`src/spg_pkg.sv`:
```
`timescale 1ns/1ps
package spg_pkg;
    localparam int unsigned BYTE_W        = 8;
    localparam int unsigned WORD_W        = 32;
    localparam int unsigned ADDR_W        = 25;
    localparam int unsigned CNT_W         = 2;
    localparam int unsigned APB_AW        = 8;
    localparam int unsigned SYNC_STAGES   = 3;
    // register byte offsets
    localparam logic [7:0]  CTRL_OFF      = 8'h00;
    localparam logic [7:0]  SIZE_OFF      = 8'h04;
    localparam logic [7:0]  HOLD_OFF      = 8'h08;
    localparam logic [7:0]  RDWORD_OFF    = 8'h0c;
    localparam logic [7:0]  ADDR_OFF      = 8'h10;
    localparam logic [7:0]  STAT_OFF      = 8'h14;
    // control fields
    localparam int unsigned CTRL_SEP_BIT  = 0;
    localparam int unsigned CTRL_BOOT_BIT = 1;
    localparam logic [1:0]  CTRL_RST      = 2'h0;
    localparam logic [1:0]  SIZE_RST      = 2'h3;
    // byte cycles to latch an address
    localparam logic [2:0]  BOOT_CYCLES   = 3'h3;
    localparam logic [WORD_W-1:0] HOLD_RST = 32'h0000_0000;
    // address size code: 0=8 1=16 2=24 3=25 bits
    typedef enum logic [1:0] {
        SZ_8  = 2'b00,
        SZ_16 = 2'b01,
        SZ_24 = 2'b10,
        SZ_25 = 2'b11
    } spg_size_t;
endpackage

module spg_sync #(
    parameter int unsigned W = 1
) (
    input  wire logic         pclk,
    input  wire logic         presetn,
    input  wire logic [W-1:0] d,
    output logic      [W-1:0] q
);
    import spg_pkg::*;
    logic [W-1:0] s1_q;
    logic [W-1:0] s2_q;
    logic [W-1:0] s3_q;
    logic [W-1:0] q_d;

    // a bit only moves once stages two and three agree
    genvar g;
    generate
        for (g = 0; g < W; g++) begin : g_bit
            always_comb begin
                q_d[g] = (s2_q[g] == s3_q[g]) ? s3_q[g] : q[g];
            end
        end
    endgenerate

    always_ff @(posedge pclk or negedge presetn) begin
        if (!presetn) begin
            s1_q <= '0;
            s2_q <= '0;
            s3_q <= '0;
            q    <= '0;
        end else begin
            s1_q <= d;
            s2_q <= s1_q;
            s3_q <= s2_q;
            q    <= q_d;
        end
    end
endmodule

```
`src/spg_glue.sv`:
```
`timescale 1ns/1ps
////////////////////////////////////////////////////////////////////////////
// Operation
// capture pulse with read low loads word
// option: read strobe rise loads separate register
// combined mode shares one holding register
// readback goes most significant byte first
// byte counter advances on pulse, clears outside read window
// count selects byte 31:24 down to 7:0
// unpack when oe low, read high, dir low
// bus driven through buffer enabled by unpack
// unpacking ignores read strobe after start
// first byte driven without any capture pulse
// three more bytes on successive pulses
// boot port latches 24 bits, three cycles
// micro port address width from size register
// writes shift bytes in, LSB first
// reset clears holding word and counter
module spg_glue (
    input  wire logic                       pclk,
    input  wire logic                       presetn,
    input  wire logic                       psel,
    input  wire logic                       penable,
    input  wire logic                       pwrite,
    input  wire logic [spg_pkg::APB_AW-1:0] paddr,
    input  wire logic [31:0]                pwdata,
    output logic      [31:0]                prdata,
    output logic                            pready,
    output logic                            pslverr,
    input  wire logic                       capture_pulse,
    input  wire logic                       read_strobe_n,
    input  wire logic                       buffer_output_enable_n,
    input  wire logic                       bus_direction,
    input  wire logic                       addr_latch_n,
    input  wire logic [spg_pkg::BYTE_W-1:0] shared_addr_data_bus_in,
    output logic      [spg_pkg::BYTE_W-1:0] shared_addr_data_bus_out,
    output logic                            shared_addr_data_bus_oe_n,
    output logic      [spg_pkg::BYTE_W-1:0] readback_byte_out,
    input  wire logic [spg_pkg::WORD_W-1:0] periph_rd_data,
    output logic      [spg_pkg::WORD_W-1:0] periph_wr_data,
    output logic      [spg_pkg::ADDR_W-1:0] latched_addr
);
    import spg_pkg::*;

    ////////////////////////////////////////////////////////////////////////
    // pin synchronisers
    logic [4:0]        ctl_f;
    logic [BYTE_W-1:0] bus_f;
    logic [WORD_W-1:0] prd_f;
    logic              cp_f;
    logic              rd_n_f;
    logic              oe_n_f;
    logic              dir_f;
    logic              ale_n_f;

    spg_sync #(.W(5)) u_sync_ctl (
        .pclk    (pclk),
        .presetn (presetn),
        .d       ({addr_latch_n, bus_direction, buffer_output_enable_n,
                   read_strobe_n, capture_pulse}),
        .q       (ctl_f)
    );

    spg_sync #(.W(WORD_W)) u_sync_data (
        .pclk    (pclk),
        .presetn (presetn),
        .d       (periph_rd_data),
        .q       (prd_f)
    );

    // address bytes change every cycle and would stall in the agreement
    // filter; four plain stages keep them in step with the filtered controls
    logic [4*BYTE_W-1:0] bus_pipe_q;
    always_ff @(posedge pclk or negedge presetn) begin
        if (!presetn) begin
            bus_pipe_q <= '0;
        end else begin
            bus_pipe_q <= {bus_pipe_q[3*BYTE_W-1:0], shared_addr_data_bus_in};
        end
    end
    assign bus_f = bus_pipe_q[4*BYTE_W-1 -: BYTE_W];

    assign cp_f    = ctl_f[0];
    assign rd_n_f  = ctl_f[1];
    assign oe_n_f  = ctl_f[2];
    assign dir_f   = ctl_f[3];
    assign ale_n_f = ctl_f[4];

    ////////////////////////////////////////////////////////////////////////
    // edge detection on filtered levels
    logic cp_prev_q;
    logic rd_prev_q;
    logic cp_rise;
    logic rd_rise;
    logic rd_window;
    logic wr_window;
    logic unpack_en;

    always_ff @(posedge pclk or negedge presetn) begin
        if (!presetn) begin
            cp_prev_q <= 1'b0;
            rd_prev_q <= 1'b1;
        end else begin
            cp_prev_q <= cp_f;
            rd_prev_q <= rd_n_f;
        end
    end

    always_comb begin
        cp_rise   = cp_f && !cp_prev_q;
        rd_rise   = rd_n_f && !rd_prev_q;
        // glue owns the bus: oe low, direction low
        rd_window = !oe_n_f && !dir_f;
        wr_window = !oe_n_f && dir_f;
        unpack_en = rd_window && rd_n_f;
    end

    ////////////////////////////////////////////////////////////////////////
    // apb registers
    logic [1:0]        ctrl_q;
    logic [1:0]        ctrl_d;
    logic [1:0]        size_q;
    logic [1:0]        size_d;
    logic [31:0]       prdata_d;
    logic              pready_d;
    logic              pslverr_d;
    logic              wr_acc;
    logic              sep_mode;
    logic              boot_mode;
    logic [CNT_W-1:0]  cnt_q;
    logic              drive_q;
    logic [2:0]        ale_cnt_q;
    logic [WORD_W-1:0] rdw_q;
    logic [WORD_W-1:0] rdw_d;

    always_comb begin
        wr_acc    = psel && penable && pready && pwrite;
        sep_mode  = ctrl_q[CTRL_SEP_BIT];
        boot_mode = ctrl_q[CTRL_BOOT_BIT];
        ctrl_d    = ctrl_q;
        size_d    = size_q;
        if (wr_acc && !pslverr) begin
            if (paddr == CTRL_OFF) begin
                ctrl_d = pwdata[1:0];
            end else if (paddr == SIZE_OFF) begin
                size_d = pwdata[1:0];
            end
        end
        // answer prepared in setup so access completes at once
        pready_d  = psel && !penable;
        pslverr_d = 1'b0;
        prdata_d  = 32'h0000_0000;
        if (psel && !penable) begin
            if (paddr == CTRL_OFF) begin
                prdata_d = {30'h0, ctrl_q};
            end else if (paddr == SIZE_OFF) begin
                prdata_d = {30'h0, size_q};
            end else if (paddr == HOLD_OFF) begin
                prdata_d = periph_wr_data;
            end else if (paddr == RDWORD_OFF) begin
                prdata_d = rdw_q;
            end else if (paddr == ADDR_OFF) begin
                prdata_d = {7'h0, latched_addr};
            end else if (paddr == STAT_OFF) begin
                prdata_d = {26'h0, ale_cnt_q, drive_q, cnt_q};
            end else begin
                pslverr_d = 1'b1;
            end
        end
    end

    always_ff @(posedge pclk or negedge presetn) begin
        if (!presetn) begin
            ctrl_q  <= CTRL_RST;
            size_q  <= SIZE_RST;
            prdata  <= 32'h0000_0000;
            pready  <= 1'b0;
            pslverr <= 1'b0;
        end else begin
            ctrl_q  <= ctrl_d;
            size_q  <= size_d;
            prdata  <= prdata_d;
            pready  <= pready_d;
            pslverr <= pslverr_d;
        end
    end

    ////////////////////////////////////////////////////////////////////////
    // holding register: write packing and read capture
    logic [WORD_W-1:0] hold_q;
    logic [WORD_W-1:0] hold_d;

    always_comb begin
        hold_d = hold_q;
        rdw_d  = rdw_q;
        if (cp_rise && wr_window) begin
            // first byte lands at the top and walks down to 7:0
            hold_d = {bus_f, hold_q[WORD_W-1:BYTE_W]};
        end else if (cp_rise && !rd_n_f && !sep_mode) begin
            // repeated pulses only rewrite, last value wins
            hold_d = prd_f;
        end
        if (sep_mode && rd_rise) begin
            rdw_d = prd_f;
        end
    end

    always_ff @(posedge pclk or negedge presetn) begin
        if (!presetn) begin
            hold_q <= HOLD_RST;
            rdw_q  <= HOLD_RST;
        end else begin
            hold_q <= hold_d;
            rdw_q  <= rdw_d;
        end
    end

    ////////////////////////////////////////////////////////////////////////
    // unpacking: byte counter, mux and bus drive
    logic [CNT_W-1:0]  cnt_d;
    logic              drive_d;
    logic [WORD_W-1:0] src_word;
    logic [BYTE_W-1:0] sel_byte;
    logic [BYTE_W-1:0] rb_d;
    logic              bus_oe_n_d;

    always_comb begin
        src_word = sep_mode ? rdw_q : hold_q;
        cnt_d    = cnt_q;
        if (!rd_window) begin
            cnt_d = '0;
        end else if (cp_rise) begin
            cnt_d = cnt_q + 2'b01;
        end
        // once started, stays on through late pulses and read edges
        drive_d = rd_window && (drive_q || unpack_en);
        case (cnt_d)
            2'b00:   sel_byte = src_word[31:24];
            2'b01:   sel_byte = src_word[23:16];
            2'b10:   sel_byte = src_word[15:8];
            default: sel_byte = src_word[7:0];
        endcase
        rb_d       = sel_byte;
        bus_oe_n_d = !(drive_d && !dir_f);
    end

    always_ff @(posedge pclk or negedge presetn) begin
        if (!presetn) begin
            cnt_q                     <= '0;
            drive_q                   <= 1'b0;
            readback_byte_out         <= 8'h00;
            shared_addr_data_bus_out  <= 8'h00;
            shared_addr_data_bus_oe_n <= 1'b1;
        end else begin
            cnt_q                     <= cnt_d;
            drive_q                   <= drive_d;
            readback_byte_out         <= rb_d;
            shared_addr_data_bus_out  <= rb_d;
            shared_addr_data_bus_oe_n <= bus_oe_n_d;
        end
    end

    ////////////////////////////////////////////////////////////////////////
    // address latch
    logic [2:0]        ale_cnt_d;
    logic [2:0]        ale_lim;
    logic [ADDR_W-1:0] addr_d;
    logic [WORD_W-1:0] wr_data_d;

    always_comb begin
        // boot port always three bytes; micro port by size code
        if (boot_mode) begin
            ale_lim = BOOT_CYCLES;
        end else begin
            ale_lim = {1'b0, size_q} + 3'h1;
        end
        ale_cnt_d = ale_n_f ? 3'h0 : ale_cnt_q;
        addr_d    = latched_addr;
        if (!ale_n_f && ale_cnt_q < ale_lim) begin
            ale_cnt_d = ale_cnt_q + 3'h1;
            case (ale_cnt_q[1:0])
                2'b00:   addr_d[7:0]   = bus_f;
                2'b01:   addr_d[15:8]  = bus_f;
                2'b10:   addr_d[23:16] = bus_f;
                default: addr_d[24]    = bus_f[0];
            endcase
        end
        wr_data_d = hold_d;
    end

    always_ff @(posedge pclk or negedge presetn) begin
        if (!presetn) begin
            ale_cnt_q      <= 3'h0;
            latched_addr   <= '0;
            periph_wr_data <= HOLD_RST;
        end else begin
            ale_cnt_q      <= ale_cnt_d;
            latched_addr   <= addr_d;
            periph_wr_data <= wr_data_d;
        end
    end

    ////////////////////////////////////////////////////////////////////////
    // checks
    property p_cnt_clear;
        @(posedge pclk) disable iff (!presetn)
        !rd_window |=> cnt_q == 2'b00;
    endproperty
    a_cnt_clear: assert property (p_cnt_clear)
        else $error("byte counter not cleared");

    property p_cnt_step;
        @(posedge pclk) disable iff (!presetn)
        rd_window && cp_rise |=> cnt_q == $past(cnt_q) + 2'b01;
    endproperty
    a_cnt_step: assert property (p_cnt_step)
        else $error("byte counter did not advance");

    property p_first_byte;
        @(posedge pclk) disable iff (!presetn)
        unpack_en && !drive_q && !cp_rise |=> !shared_addr_data_bus_oe_n
            && readback_byte_out == $past(src_word[31:24]);
    endproperty
    a_first_byte: assert property (p_first_byte)
        else $error("first byte not presented");

    property p_last_byte;
        @(posedge pclk) disable iff (!presetn)
        rd_window && cp_rise && cnt_q == 2'b10 |=>
            readback_byte_out == $past(src_word[7:0]);
    endproperty
    a_last_byte: assert property (p_last_byte)
        else $error("wrong byte for count three");

    property p_capture;
        @(posedge pclk) disable iff (!presetn)
        cp_rise && !rd_n_f && !wr_window && !sep_mode |=>
            hold_q == $past(prd_f);
    endproperty
    a_capture: assert property (p_capture)
        else $error("read word not captured");

    property p_sep_capture;
        @(posedge pclk) disable iff (!presetn)
        sep_mode && rd_rise |=> rdw_q == $past(prd_f);
    endproperty
    a_sep_capture: assert property (p_sep_capture)
        else $error("separate read word not captured");

    property p_write_shift;
        @(posedge pclk) disable iff (!presetn)
        cp_rise && wr_window |=> hold_q[31:24] == $past(bus_f)
            && hold_q[23:0] == $past(hold_q[31:8]);
    endproperty
    a_write_shift: assert property (p_write_shift)
        else $error("write byte not shifted in");

    property p_no_drive;
        @(posedge pclk) disable iff (!presetn)
        !rd_window |=> shared_addr_data_bus_oe_n;
    endproperty
    a_no_drive: assert property (p_no_drive)
        else $error("bus driven outside read window");

    property p_boot_addr;
        @(posedge pclk) disable iff (!presetn)
        boot_mode && !ale_n_f && ale_cnt_q == 3'h3 |=>
            ale_cnt_q == 3'h3 && $stable(latched_addr);
    endproperty
    a_boot_addr: assert property (p_boot_addr)
        else $error("boot address latched past three bytes");

    c_read4: cover property (@(posedge pclk) disable iff (!presetn)
        rd_window && cp_rise && cnt_q == 2'b11);
    c_write: cover property (@(posedge pclk) disable iff (!presetn)
        cp_rise && wr_window);
    c_addr25: cover property (@(posedge pclk) disable iff (!presetn)
        !ale_n_f && ale_cnt_q == 3'h3 && !boot_mode);
    c_sep: cover property (@(posedge pclk) disable iff (!presetn)
        sep_mode && rd_rise);
endmodule

```
`config.mk`:
```
export PLATFORM = sky130hd
export DESIGN_NAME = spg_glue
export DESIGN_NICKNAME = d
export VERILOG_FILES = /design/src/spg_pkg.sv /design/src/spg_glue.sv
export SDC_FILE = /design/constraint.sdc
export NUM_CORES = 1
export LEC_CHECK = 0
export ABC_AREA = 1
export BUFFER_PORTS_ARGS = -buffer_cell sky130_fd_sc_hd__buf_2
export CELL_PAD_IN_SITES_DETAIL_PLACEMENT = 1
export CELL_PAD_IN_SITES_GLOBAL_PLACEMENT = 1
export CORE_MARGIN = 4
export CORE_UTILIZATION = 40
export DETAILED_ROUTE_END_ITERATION = 6
export GPL_TIMING_DRIVEN = 0
export PLACE_DENSITY = 0.72
export SLEW_MARGIN = 10
export SYNTH_ARGS = -nofsm -noshare
export SYNTH_HDL_FRONTEND = slang
export SYNTH_SLANG_ARGS = --single-unit
```
`constraint.sdc`:
```
create_clock -name pclk -period 2.4 [get_ports pclk]
set_clock_uncertainty 0.1 [all_clocks]
set_input_delay 0.12 -clock pclk [delete_from_list [all_inputs] [get_ports pclk]]
set_output_delay 0.12 -clock pclk [all_outputs]
set_load 0.05 [all_outputs]
```
==> flow_summary.json, run 1 <==
{
  "layout.area.seq_mm2": 0.00811,
  "dp.cells": 1653,
  "cp.required_ns": 2.71,
  "drive_gt1_share_pct": 21.7,
  "clockBufferDepth": 3,
  "maxCapViolations": 0,
  "dp_slack_ns": 0.183,
  "syn_avg_cell_area_um2": 11.0,
  "yosys_warnings": 0,
  "multi_input_area_mm2": 0.00319,
  "p_leak_nw": 7.51,
  "grt_pass1_wl_um": 56500,
  "yosysSeqAreaShare_pct": 67.7,
  "finalCritPeriodShare_pct": 93.8,
  "globalRouteOverflowTotal": 0,
  "cp_cell_sequence": "ha_1 > nand2_1 > ha_1 > a21oi_1 > nand2_1 > nor2_4 > nand2_1 > nand2_1 > nand2_1",
  "cts.clk_slew.worst_paths_ns": 0.07,
  "ir_worst_vdd_mv": 0.721,
  "cts-buffers-inserted": 35,
  "max_freq_mhz": 444,
  "place_area_mm2": 0.0134,
  "grt_pass1_vias": 9645,
  "synth_seq_cells": 324,
  "syn_area_mm2": 0.0120,
  "grt_max_degree": 111,
  "cts.htree.levels": 2,
  "antenna_found_initial": 1,
  "cp-start-kind": "register",
  "max_stage_delay_ns": 0.57,
  "utilization_pct": 51.5,
  "post-cts-setup-buffers": 0,
  "postLayoutCellArea_mm2": 0.0153,
  "slew_violations": 0,
  "core_mm2": 0.0296,
  "p_per_area_mw_per_mm2": 1110,
  "fin_nets": 1451,
  "cts-root-buf": "clkbuf_16",
  "dr.pass1.iters": 5,
  "cts_resized": 0,
  "critPathCaptureType": "register",
  "crit_top_cell": "nand2_1",
  "holdWs_ns": 0.00970,
  "syn_nets": 1191,
  "dieArea_mm2": 0.0328,
  "clock_latency_ns": 0.52,
  "tightest_slew_ns": 0.580,
  "routed_via_density": 5.08,
  "track_usage_pct": 22.0,
  "syn_inst": 1093,
  "nFillCells": 3258,
  "portBuffers": 167,
  "path_class": "reg -> reg",
  "io_pins": 198,
  "place.gp.congestion": 0.901,
  "rsz0062_at_grt": "true",
  "layout_common_cells": "dfrtp_1, nand2_1, buf_2, o21ai_0, inv_1",
  "setup_viol": 0,
  "hpwl_um": 25500,
  "drt_wl_total_um": 35600,
  "fin_ws_ns": 0.148,
  "start_util_pct": 40.4,
  "cpMaxStageDelayCell": "dfstp_2",
  "die_x_um": 181,
  "drc": 0,
  "cp_max_fo": 8,
  "initialDrtViolationCount": 516,
  "arrival_ns": 2.56,
  "clock-sinks": 324,
  "wl_per_cell_um": 20.1,
  "drtAntennaViolNets": 0,
  "hold_violations": 0,
  "slew_headroom_pct": 61.3,
  "cts_tree": "done",
  "min_path_type": "in -> async",
  "final_common_cell": "dfrtp_1",
  "outcome": "finished clean",
  "fp.dieH_um": 181,
  "finalCriticalPeriod_ns": 2.25,
  "vias": 9000,
  "final_cells": 1770,
  "fin_tns_setup_ns": 0,
  "area_growth_pct": 27.4,
  "num_antenna_cells": 0,
  "ys_types": 31,
  "row_count": 63,
  "fin_total_pwr_mw": 17.0
}
path summary, 6_finish.rpt:
path,startpoint,endpoint,slack (ns),depth (start not counted)
max,size_q[0],latched_addr[22],0.15,9
min,presetn,rdw_q[3],0.01,2
max reg2reg,size_q[0],latched_addr[22],0.15,9
min reg2reg,u_sync_data.s1_q[18],u_sync_data.s2_q[18],0.24,0
max in group asynchronous,presetn,prdata[27],1.05,4
min in group pclk,paddr[2],ctrl_q[1],0.10,6
logic make-up (layout without fill, tap and decap cells):
logic type	after synthesis	after routing	synth area share [%]
multiplexers	4	4	0.376
AND/OR/NAND/NOR	370	370	13.6
buffers and inverters	150	437	5.71
XOR/XNOR	1	1	0.0731
AO/OA/AOI/OAI	199	199	8.61
adder cells (fa/ha/maj)	45	45	3.93
flip-flops	324	324	67.7
power by group:
group	switching (mW)	leakage, nW	internal [mW]
clock	2.25	0.654	3.84
sequential	0.675	3.98	6.13
combinational	3.13	2.88	0.966
total	6.05	7.51	10.9
per-layer routing:
layer | global-route usage, % | vias to the layer above | routed length, µm
li1 | - | 4082 | -
met1 | 30.2 | 4547 | 15500
met2 | 35.1 | 290 | 16700
met3 | 4.11 | 81 | 2040
met4 | 7.99 | 0 | 1350
met5 | 0 | - | 0
state kept, by name, indices dropped and copies added, names as in the netlist, 2 cells and up:
signal	flops
u_sync_data.s3_q	32
readback_byte_out	8
u_sync_ctl.s1_q	5
u_sync_data.s2_q	32
ale_cnt_q	3
u_sync_data.q	32
u_sync_ctl.q	5
cnt_q	2
ctrl_q	2
rdw_q	32
latched_addr	25
bus_pipe_q	32
u_sync_ctl.s3_q	5
size_q	2
periph_wr_data	32
prdata	32
u_sync_ctl.s2_q	5
u_sync_data.s1_q	32
timing repair:
action,4_1_cts,5_1_grt
setup endpoints to repair,0,2
hold endpoints to repair,294,0
hold buffers,53,0
Yosys cell counts, drive strengths merged:
master  number  area [µm²]
buf         32         240
maj3        37         370
nand4       15        93.8
xor2         1        8.76
or2          1        6.26
o22ai       11        68.8
clkbuf      19        72.6
inv         97         364
a21oi       15        75.1
nand3b       4        30.0
o21ai      168         841
dfrtp      320        8010
clkinv       2        7.51
nand3       70         365
nor2        71         317
dfstp        4         105
nand2      209         820
o211ai       5        47.5
ha           8         100
mux2         4        45.0
critical path, delay by kind of cell, from the launching register on:
family	cells	cell delay, ns
AND/OR/NAND/NOR	6	0.81
adder cells (fa/ha/maj)	2	0.46
flip-flops	1	0.57
AO/OA/AOI/OAI	1	0.21
area by class of cell:
cell class / count / share of cell area (%)
Multi-Input combinational cell: 619 / 20.9
Tap cell: 390 / 3.20
Timing Repair Buffer: 223 / 9.56
Clock inverter: 20 / 2.23
Buffer: 51 / 2.05
Inverter: 99 / 2.43
Clock buffer: 44 / 6.50
Sequential cell: 324 / 53.1
Note: power is estimated with default switching activity, not from simulation.
==> inputs of run 2 (changes only) <==
--- a/config.mk
+++ b/config.mk
@@ -7,12 +7,14 @@
 export LEC_CHECK = 0
 export ABC_AREA = 1
 export BUFFER_PORTS_ARGS = -buffer_cell sky130_fd_sc_hd__buf_2
+export CAP_MARGIN = 20
 export CELL_PAD_IN_SITES_DETAIL_PLACEMENT = 1
 export CELL_PAD_IN_SITES_GLOBAL_PLACEMENT = 1
 export CORE_MARGIN = 4
 export CORE_UTILIZATION = 40
 export DETAILED_ROUTE_END_ITERATION = 6
 export GPL_TIMING_DRIVEN = 0
+export MAX_ROUTING_LAYER = met4
 export PLACE_DENSITY = 0.72
 export SLEW_MARGIN = 10
 export SYNTH_ARGS = -nofsm -noshare
==> run 2 against run 1 <==
Net effect:
- via count fell by 0.82%
- total power fell by 2.3%
- utilization fell by 0.27 points
- fmax rose by 1.3%
- design area fell by 0.53%
- clock-buffer cell count rose by 8
- largest power group unchanged
==> flow_summary.json, run 2 (synthesis gave the netlist of run 1 again) <==
{
  "outcome": "finished clean",
  "p_seq_share_pct": 41.0,
  "fp.dieH_um": 181,
  "portBuffers": 167,
  "grt_pass1_wl_um": 56600,
  "finalCritPeriodShare_pct": 92.7,
  "area_growth_pct": 26.7,
  "num_antenna_cells": 0,
  "min_path_type": "in -> async",
  "clock-sinks": 324,
  "rsz0062_at_grt": "false",
  "cp.depth": 9,
  "holdWs_ns": 0.0250,
  "grt_pass1_vias": 9737,
  "pwr-share-clk_pct": 34.3,
  "fin_nets": 1453,
  "start_util_pct": 40.4,
  "path_class": "reg -> reg",
  "fin_tns_setup_ns": 0,
  "slew_violations": 0,
  "cts_tree": "done",
  "cts.clk_slew.worst_paths_ns": 0.06,
  "cp-start-kind": "register",
  "p_per_area_mw_per_mm2": 1090,
  "cts-root-buf": "clkbuf_16",
  "routed_via_density": 5.04,
  "arrival_ns": 2.53,
  "antenna_found_initial": 0,
  "drtAntennaViolNets": 0,
  "cts_hold_repair.buffers": 53,
  "globalRouteOverflowTotal": 0,
  "p_switching_mw": 6.03,
  "max_freq_mhz": 450,
  "cts_resized": 0,
  "cts.htree.levels": 2,
  "layout_common_cells": "dfrtp_1, nand2_1, buf_2, o21ai_0, inv_1",
  "max_stage_delay_ns": 0.56,
  "row_count": 63,
  "ir_worst_vdd_mv": 0.659,
  "p_leak_nw": 7.47,
  "io_pins": 198,
  "die_x_um": 181,
  "maxCapViolations": 0,
  "critical-path-top-delay-family": "simple AND/OR/NAND/NOR gates",
  "p_int_mw": 10.6,
  "track_usage_pct": 22.7,
  "hpwl_um": 25900,
  "sw_frac_of_total_pct": 36.3,
  "combPwrFrac_pct": 24.7,
  "drc": 0,
  "dieArea_mm2": 0.0328,
  "finalCriticalPeriod_ns": 2.22,
  "place.gp.congestion": 0.917,
  "cts-buffers-inserted": 37,
  "nFillCells": 3272,
  "initialDrtViolationCount": 618,
  "setup_viol": 0,
  "final_common_cell": "dfrtp_1",
  "critPathCaptureType": "register",
  "core_mm2": 0.0296,
  "place_area_mm2": 0.0134,
  "cp.buffers_inverters": 0,
  "postLayoutCellArea_mm2": 0.0152,
  "vias": 8926,
  "clockBufferDepth": 3,
  "drt_wl_total_um": 35700,
  "dr.pass1.iters": 5,
  "cpMaxStageDelayCell": "dfstp_2",
  "grt_max_degree": 111,
  "drive_gt1_share_pct": 21.5,
  "reg2reg_depth": 9,
  "crit_top_cell": "nand2_1",
  "hold_violations": 0,
  "cp_cell_sequence": "ha_1 > nand2_1 > ha_1 > a21oi_1 > nand2_1 > nor2_4 > nand2_1 > nand2_1 > nand2_1",
  "slew_headroom_pct": 57.2,
  "tightest_slew_ns": 0.642,
  "cp_max_fo": 8,
  "clock_latency_ns": 0.52,
  "post-cts-setup-buffers": 0,
  "utilization_pct": 51.2,
  "wl_per_cell_um": 20.1,
  "cp.required_ns": 2.70
}
## run 2: cell types whose count changed in the layout (fill, tap and decap cells not counted)
| cell | before | now |
|---|---|---|
| clkinv_4 | 2 | 0 |
| clkbuf_16 | 37 | 38 |
| clkbuf_8 | 4 | 7 |
| inv_16 | 1 | 0 |
| inv_6 | 1 | 2 |
| clkinv_8 | 1 | 2 |
| bufinv_16 | 8 | 3 |
| clkbuf_1 | 21 | 25 |
## run 2: final cells by class
type / count / area [µm²] / share of cell area (%)
tap: 390 / 488 / 3.21
buffer: 51 / 313 / 2.06
clock buffer: 52 / 1070 / 7.07
multi-input combinational: 619 / 3190 / 21.0
sequential: 324 / 8110 / 53.4
clock inverter: 14 / 178 / 1.17
timing repair buffer: 223 / 1460 / 9.61
inverter: 99 / 372 / 2.45
## run 2: stage by stage
| step | cells | setup WS [ns] | power, mW |
|---|---|---|---|
| detailed placement | 1653 | 0.197 | 10.9 |
| global route | 1772 | 0.0429 | 17.3 |
| finish | 1772 | 0.176 | 16.6 |
| CTS | 1772 | 0.193 | 16.8 |
| floorplan | 1093 | 0.457 | 9.45 |
| global placement | 1650 | -4.89 | 10.8 |
## run 2: per-layer routing
metal | track usage (%) | vias to the layer above | part of all wire (%)
li1 | - | 4090 | -
met1 | 30.2 | 4527 | 44
met2 | 36.1 | 231 | 47
met3 | 3.70 | 78 | 4.8
met4 | 6.93 | 0 | 3.6
met5 | - | - | 0
## run 2: worst register-to-register path, stage by stage (launching register included)
cell and delay [ns]:
dfstp_2 0.56, ha_1 0.15, nand2_1 0.06, ha_1 0.31, a21oi_1 0.20, nand2_1 0.12, nor2_4 0.18, nand2_1 0.24
nand2_1 0.14, nand2_1 0.06
## run 2: final timing paths
path / start / endpoint / slack, ns
worst max-delay path: size_q[0] / latched_addr[19] / 0.18
worst min-delay path: presetn / u_sync_data.s2_q[2] / 0.02
worst max register to register: size_q[0] / latched_addr[19] / 0.18
worst min register to register: u_sync_data.s1_q[15] / u_sync_data.s2_q[15] / 0.24
max in group asynchronous: presetn / bus_pipe_q[14] / 1.02
min in group pclk: paddr[2] / ctrl_q[1] / 0.08
## run 2: power groups by stage
| stage | registers (mW) | clock network, mW | logic [mW] |
|---|---|---|---|
| detailed placement | 6.90 | 0 | 4.03 |
| finish | 6.80 | 5.69 | 4.10 |
| floorplan | 8.16 | 0 | 1.29 |
| CTS | 6.81 | 5.83 | 4.13 |
| global placement | 6.87 | 0 | 3.95 |
| global route | 6.88 | 6.07 | 4.38 |
==> inputs of run 3 (changes only) <==
--- a/config.mk
+++ b/config.mk
@@ -7,15 +7,14 @@
 export LEC_CHECK = 0
 export ABC_AREA = 1
 export BUFFER_PORTS_ARGS = -buffer_cell sky130_fd_sc_hd__buf_2
-export CAP_MARGIN = 20
 export CELL_PAD_IN_SITES_DETAIL_PLACEMENT = 1
 export CELL_PAD_IN_SITES_GLOBAL_PLACEMENT = 1
 export CORE_MARGIN = 4
-export CORE_UTILIZATION = 40
+export CORE_UTILIZATION = 44
 export DETAILED_ROUTE_END_ITERATION = 6
 export GPL_TIMING_DRIVEN = 0
 export MAX_ROUTING_LAYER = met4
-export PLACE_DENSITY = 0.72
+export PLACE_DENSITY = 0.78
 export SLEW_MARGIN = 10
 export SYNTH_ARGS = -nofsm -noshare
 export SYNTH_HDL_FRONTEND = slang
==> run 3 against run 2 <==
Net effect:
- global-route usage rose by 2.9 points
- sequential cell count did not move
- utilization rose by 4.7 points
- wire length rose by 2.8%
- combinational power barely moved
- first-iteration DRC count fell by 5.2%
- worst setup slack improved by 0.020 ns
- clock-buffer cell count fell by 3
- critical endpoint is now latched_addr[18]
- largest cell class unchanged
- largest power group unchanged
==> flow_summary.json, run 3 (synthesis gave the netlist of run 1 again) <==
{
  "maxCapViolations": 0,
  "slew_headroom_pct": 56.3,
  "cts-root-buf": "clkbuf_16",
  "place.gp.congestion": 0.908,
  "drtAntennaViolNets": 0,
  "clock-sinks": 324,
  "cp-start-kind": "register",
  "grt_pass1_wl_um": 57900,
  "globalRouteOverflowTotal": 0,
  "die_x_um": 173,
  "dr.pass1.iters": 4,
  "path_class": "reg -> reg",
  "finalCriticalPeriod_ns": 2.20,
  "ir_worst_vdd_mv": 0.687,
  "antenna_found_initial": 1,
  "drt_wl_total_um": 36700,
  "fin_ws_ns": 0.196,
  "p_leak_nw": 7.44,
  "cts_resized": 0,
  "cts_tree": "done",
  "clock_latency_ns": 0.52,
  "post-cts-setup-buffers": 0,
  "row_count": 60,
  "track_usage_pct": 25.5,
  "grt_max_degree": 109,
  "layout_common_cells": "dfrtp_1, nand2_1, buf_2, o21ai_0, inv_1",
  "clockBufferDepth": 3,
  "crit_path_start": "size_q[0]",
  "cts.clk_slew.worst_paths_ns": 0.06,
  "io_pins": 198,
  "min_path_type": "in -> async",
  "grt_pass1_vias": 10100,
  "p_per_area_mw_per_mm2": 1090,
  "max_freq_mhz": 454,
  "outcome": "finished clean",
  "drive_gt1_share_pct": 21.4,
  "initialDrtViolationCount": 586,
  "cts.htree.levels": 2,
  "fin_total_pwr_mw": 16.4,
  "tightest_slew_ns": 0.655,
  "slew_violations": 0,
  "hold_violations": 0,
  "core_mm2": 0.0269,
  "portBuffers": 167,
  "setup_viol": 0,
  "finalCritPeriodShare_pct": 91.8,
  "wl_per_cell_um": 21.3,
  "area_growth_pct": 25.5,
  "routed_via_density": 5.23,
  "fin_nets": 1450,
  "cts-buffers-inserted": 35,
  "start_util_pct": 44.6,
  "vias": 8982,
  "rsz0062_at_grt": "false",
  "cp.required_ns": 2.70,
  "postLayoutCellArea_mm2": 0.0150,
  "dieArea_mm2": 0.0299,
  "arrival_ns": 2.50,
  "dp_slack_ns": 0.205,
  "hpwl_um": 26100,
  "cp_max_fo": 8,
  "fin_tns_setup_ns": 0,
  "rr_startpoint": "size_q[0]",
  "place_area_mm2": 0.0133,
  "final_common_cell": "dfrtp_1",
  "critPathCaptureType": "register",
  "fp.dieH_um": 173,
  "drc": 0
}
==> run 3: cell types whose count changed in the layout (fill, tap and decap cells not counted), moves of 2 or more <==
cell,delta
clkinv_8,-2
clkbuf_8,+2
clkbuf_1,-2
clkbuf_16,-3
==> run 3: path summary, 6_finish.rpt <==
kind | depth (start not counted) | slack, ns | endpoint
min | 2 | 0.04 | u_sync_ctl.s3_q[3]
max | 9 | 0.20 | latched_addr[18]
max reg2reg | 9 | 0.20 | latched_addr[18]
max in group asynchronous | 4 | 0.86 | u_sync_data.s1_q[30]
min in group pclk | 6 | 0.09 | size_q[0]
min reg2reg | 0 | 0.25 | u_sync_data.s2_q[18]
==> run 3: cell type report <==
cell class | count | area (µm²)
antenna | 1 | 2.50
buffer | 51 | 313
clock buffer | 49 | 1020
clock inverter | 12 | 158
fill | 2915 | 11800
inverter | 99 | 372
multi-input combinational | 619 | 3190
sequential | 324 | 8110
tap | 341 | 427
timing repair buffer | 222 | 1450
==> run 3: timing repair <==
action / in CTS / in global routing
hold buffers: 52 / 0
hold endpoints to repair: 265 / 0
endpoints found under the setup margin: 0 / 0
==> run 3: worst max-delay path: stages, from the launching register on <==
cell and delay (ns):
dfstp_2 0.56, ha_1 0.16, nand2_1 0.06, ha_1 0.30, a21oi_1 0.19, nand2_1 0.11
nor2_4 0.17, nand2_1 0.24, nand2_1 0.14, nand2_1 0.06
==> run 3: metrics by stage <==
stage | util (%) | std cells | hold WS [ns]
2_1_floorplan | - | 1093 | -0.276
3_3_place_gp | 49.3 | 1601 | 0.127
3_5_place_dp | 49.6 | 1604 | -0.0115
4_1_cts | 55.9 | 1717 | 0.0484
5_1_grt | 56.0 | 1718 | 0.0832
6_report | 56.0 | 1718 | 0.0447
==> run 3: power breakdown <==
group | internal [mW] | total [mW] | switching [mW]
registers | 6.13 | 6.79 | 0.664
clock network | 3.30 | 5.45 | 2.15
logic | 0.966 | 4.13 | 3.16
total | 10.4 | 16.4 | 5.98
==> run 3: routing by layer <==
layer / share of wire, % / GRT usage [%] / wire length [µm] / vias to the layer above
met5: 0 / - / 0 / -
met4: 3.5 / 8.38 / 1300 / 0
met3: 5.2 / 4.50 / 1890 / 75
met2: 50 / 41.9 / 18200 / 281
met1: 42 / 32.5 / 15300 / 4544
li1: - / - / - / 4082
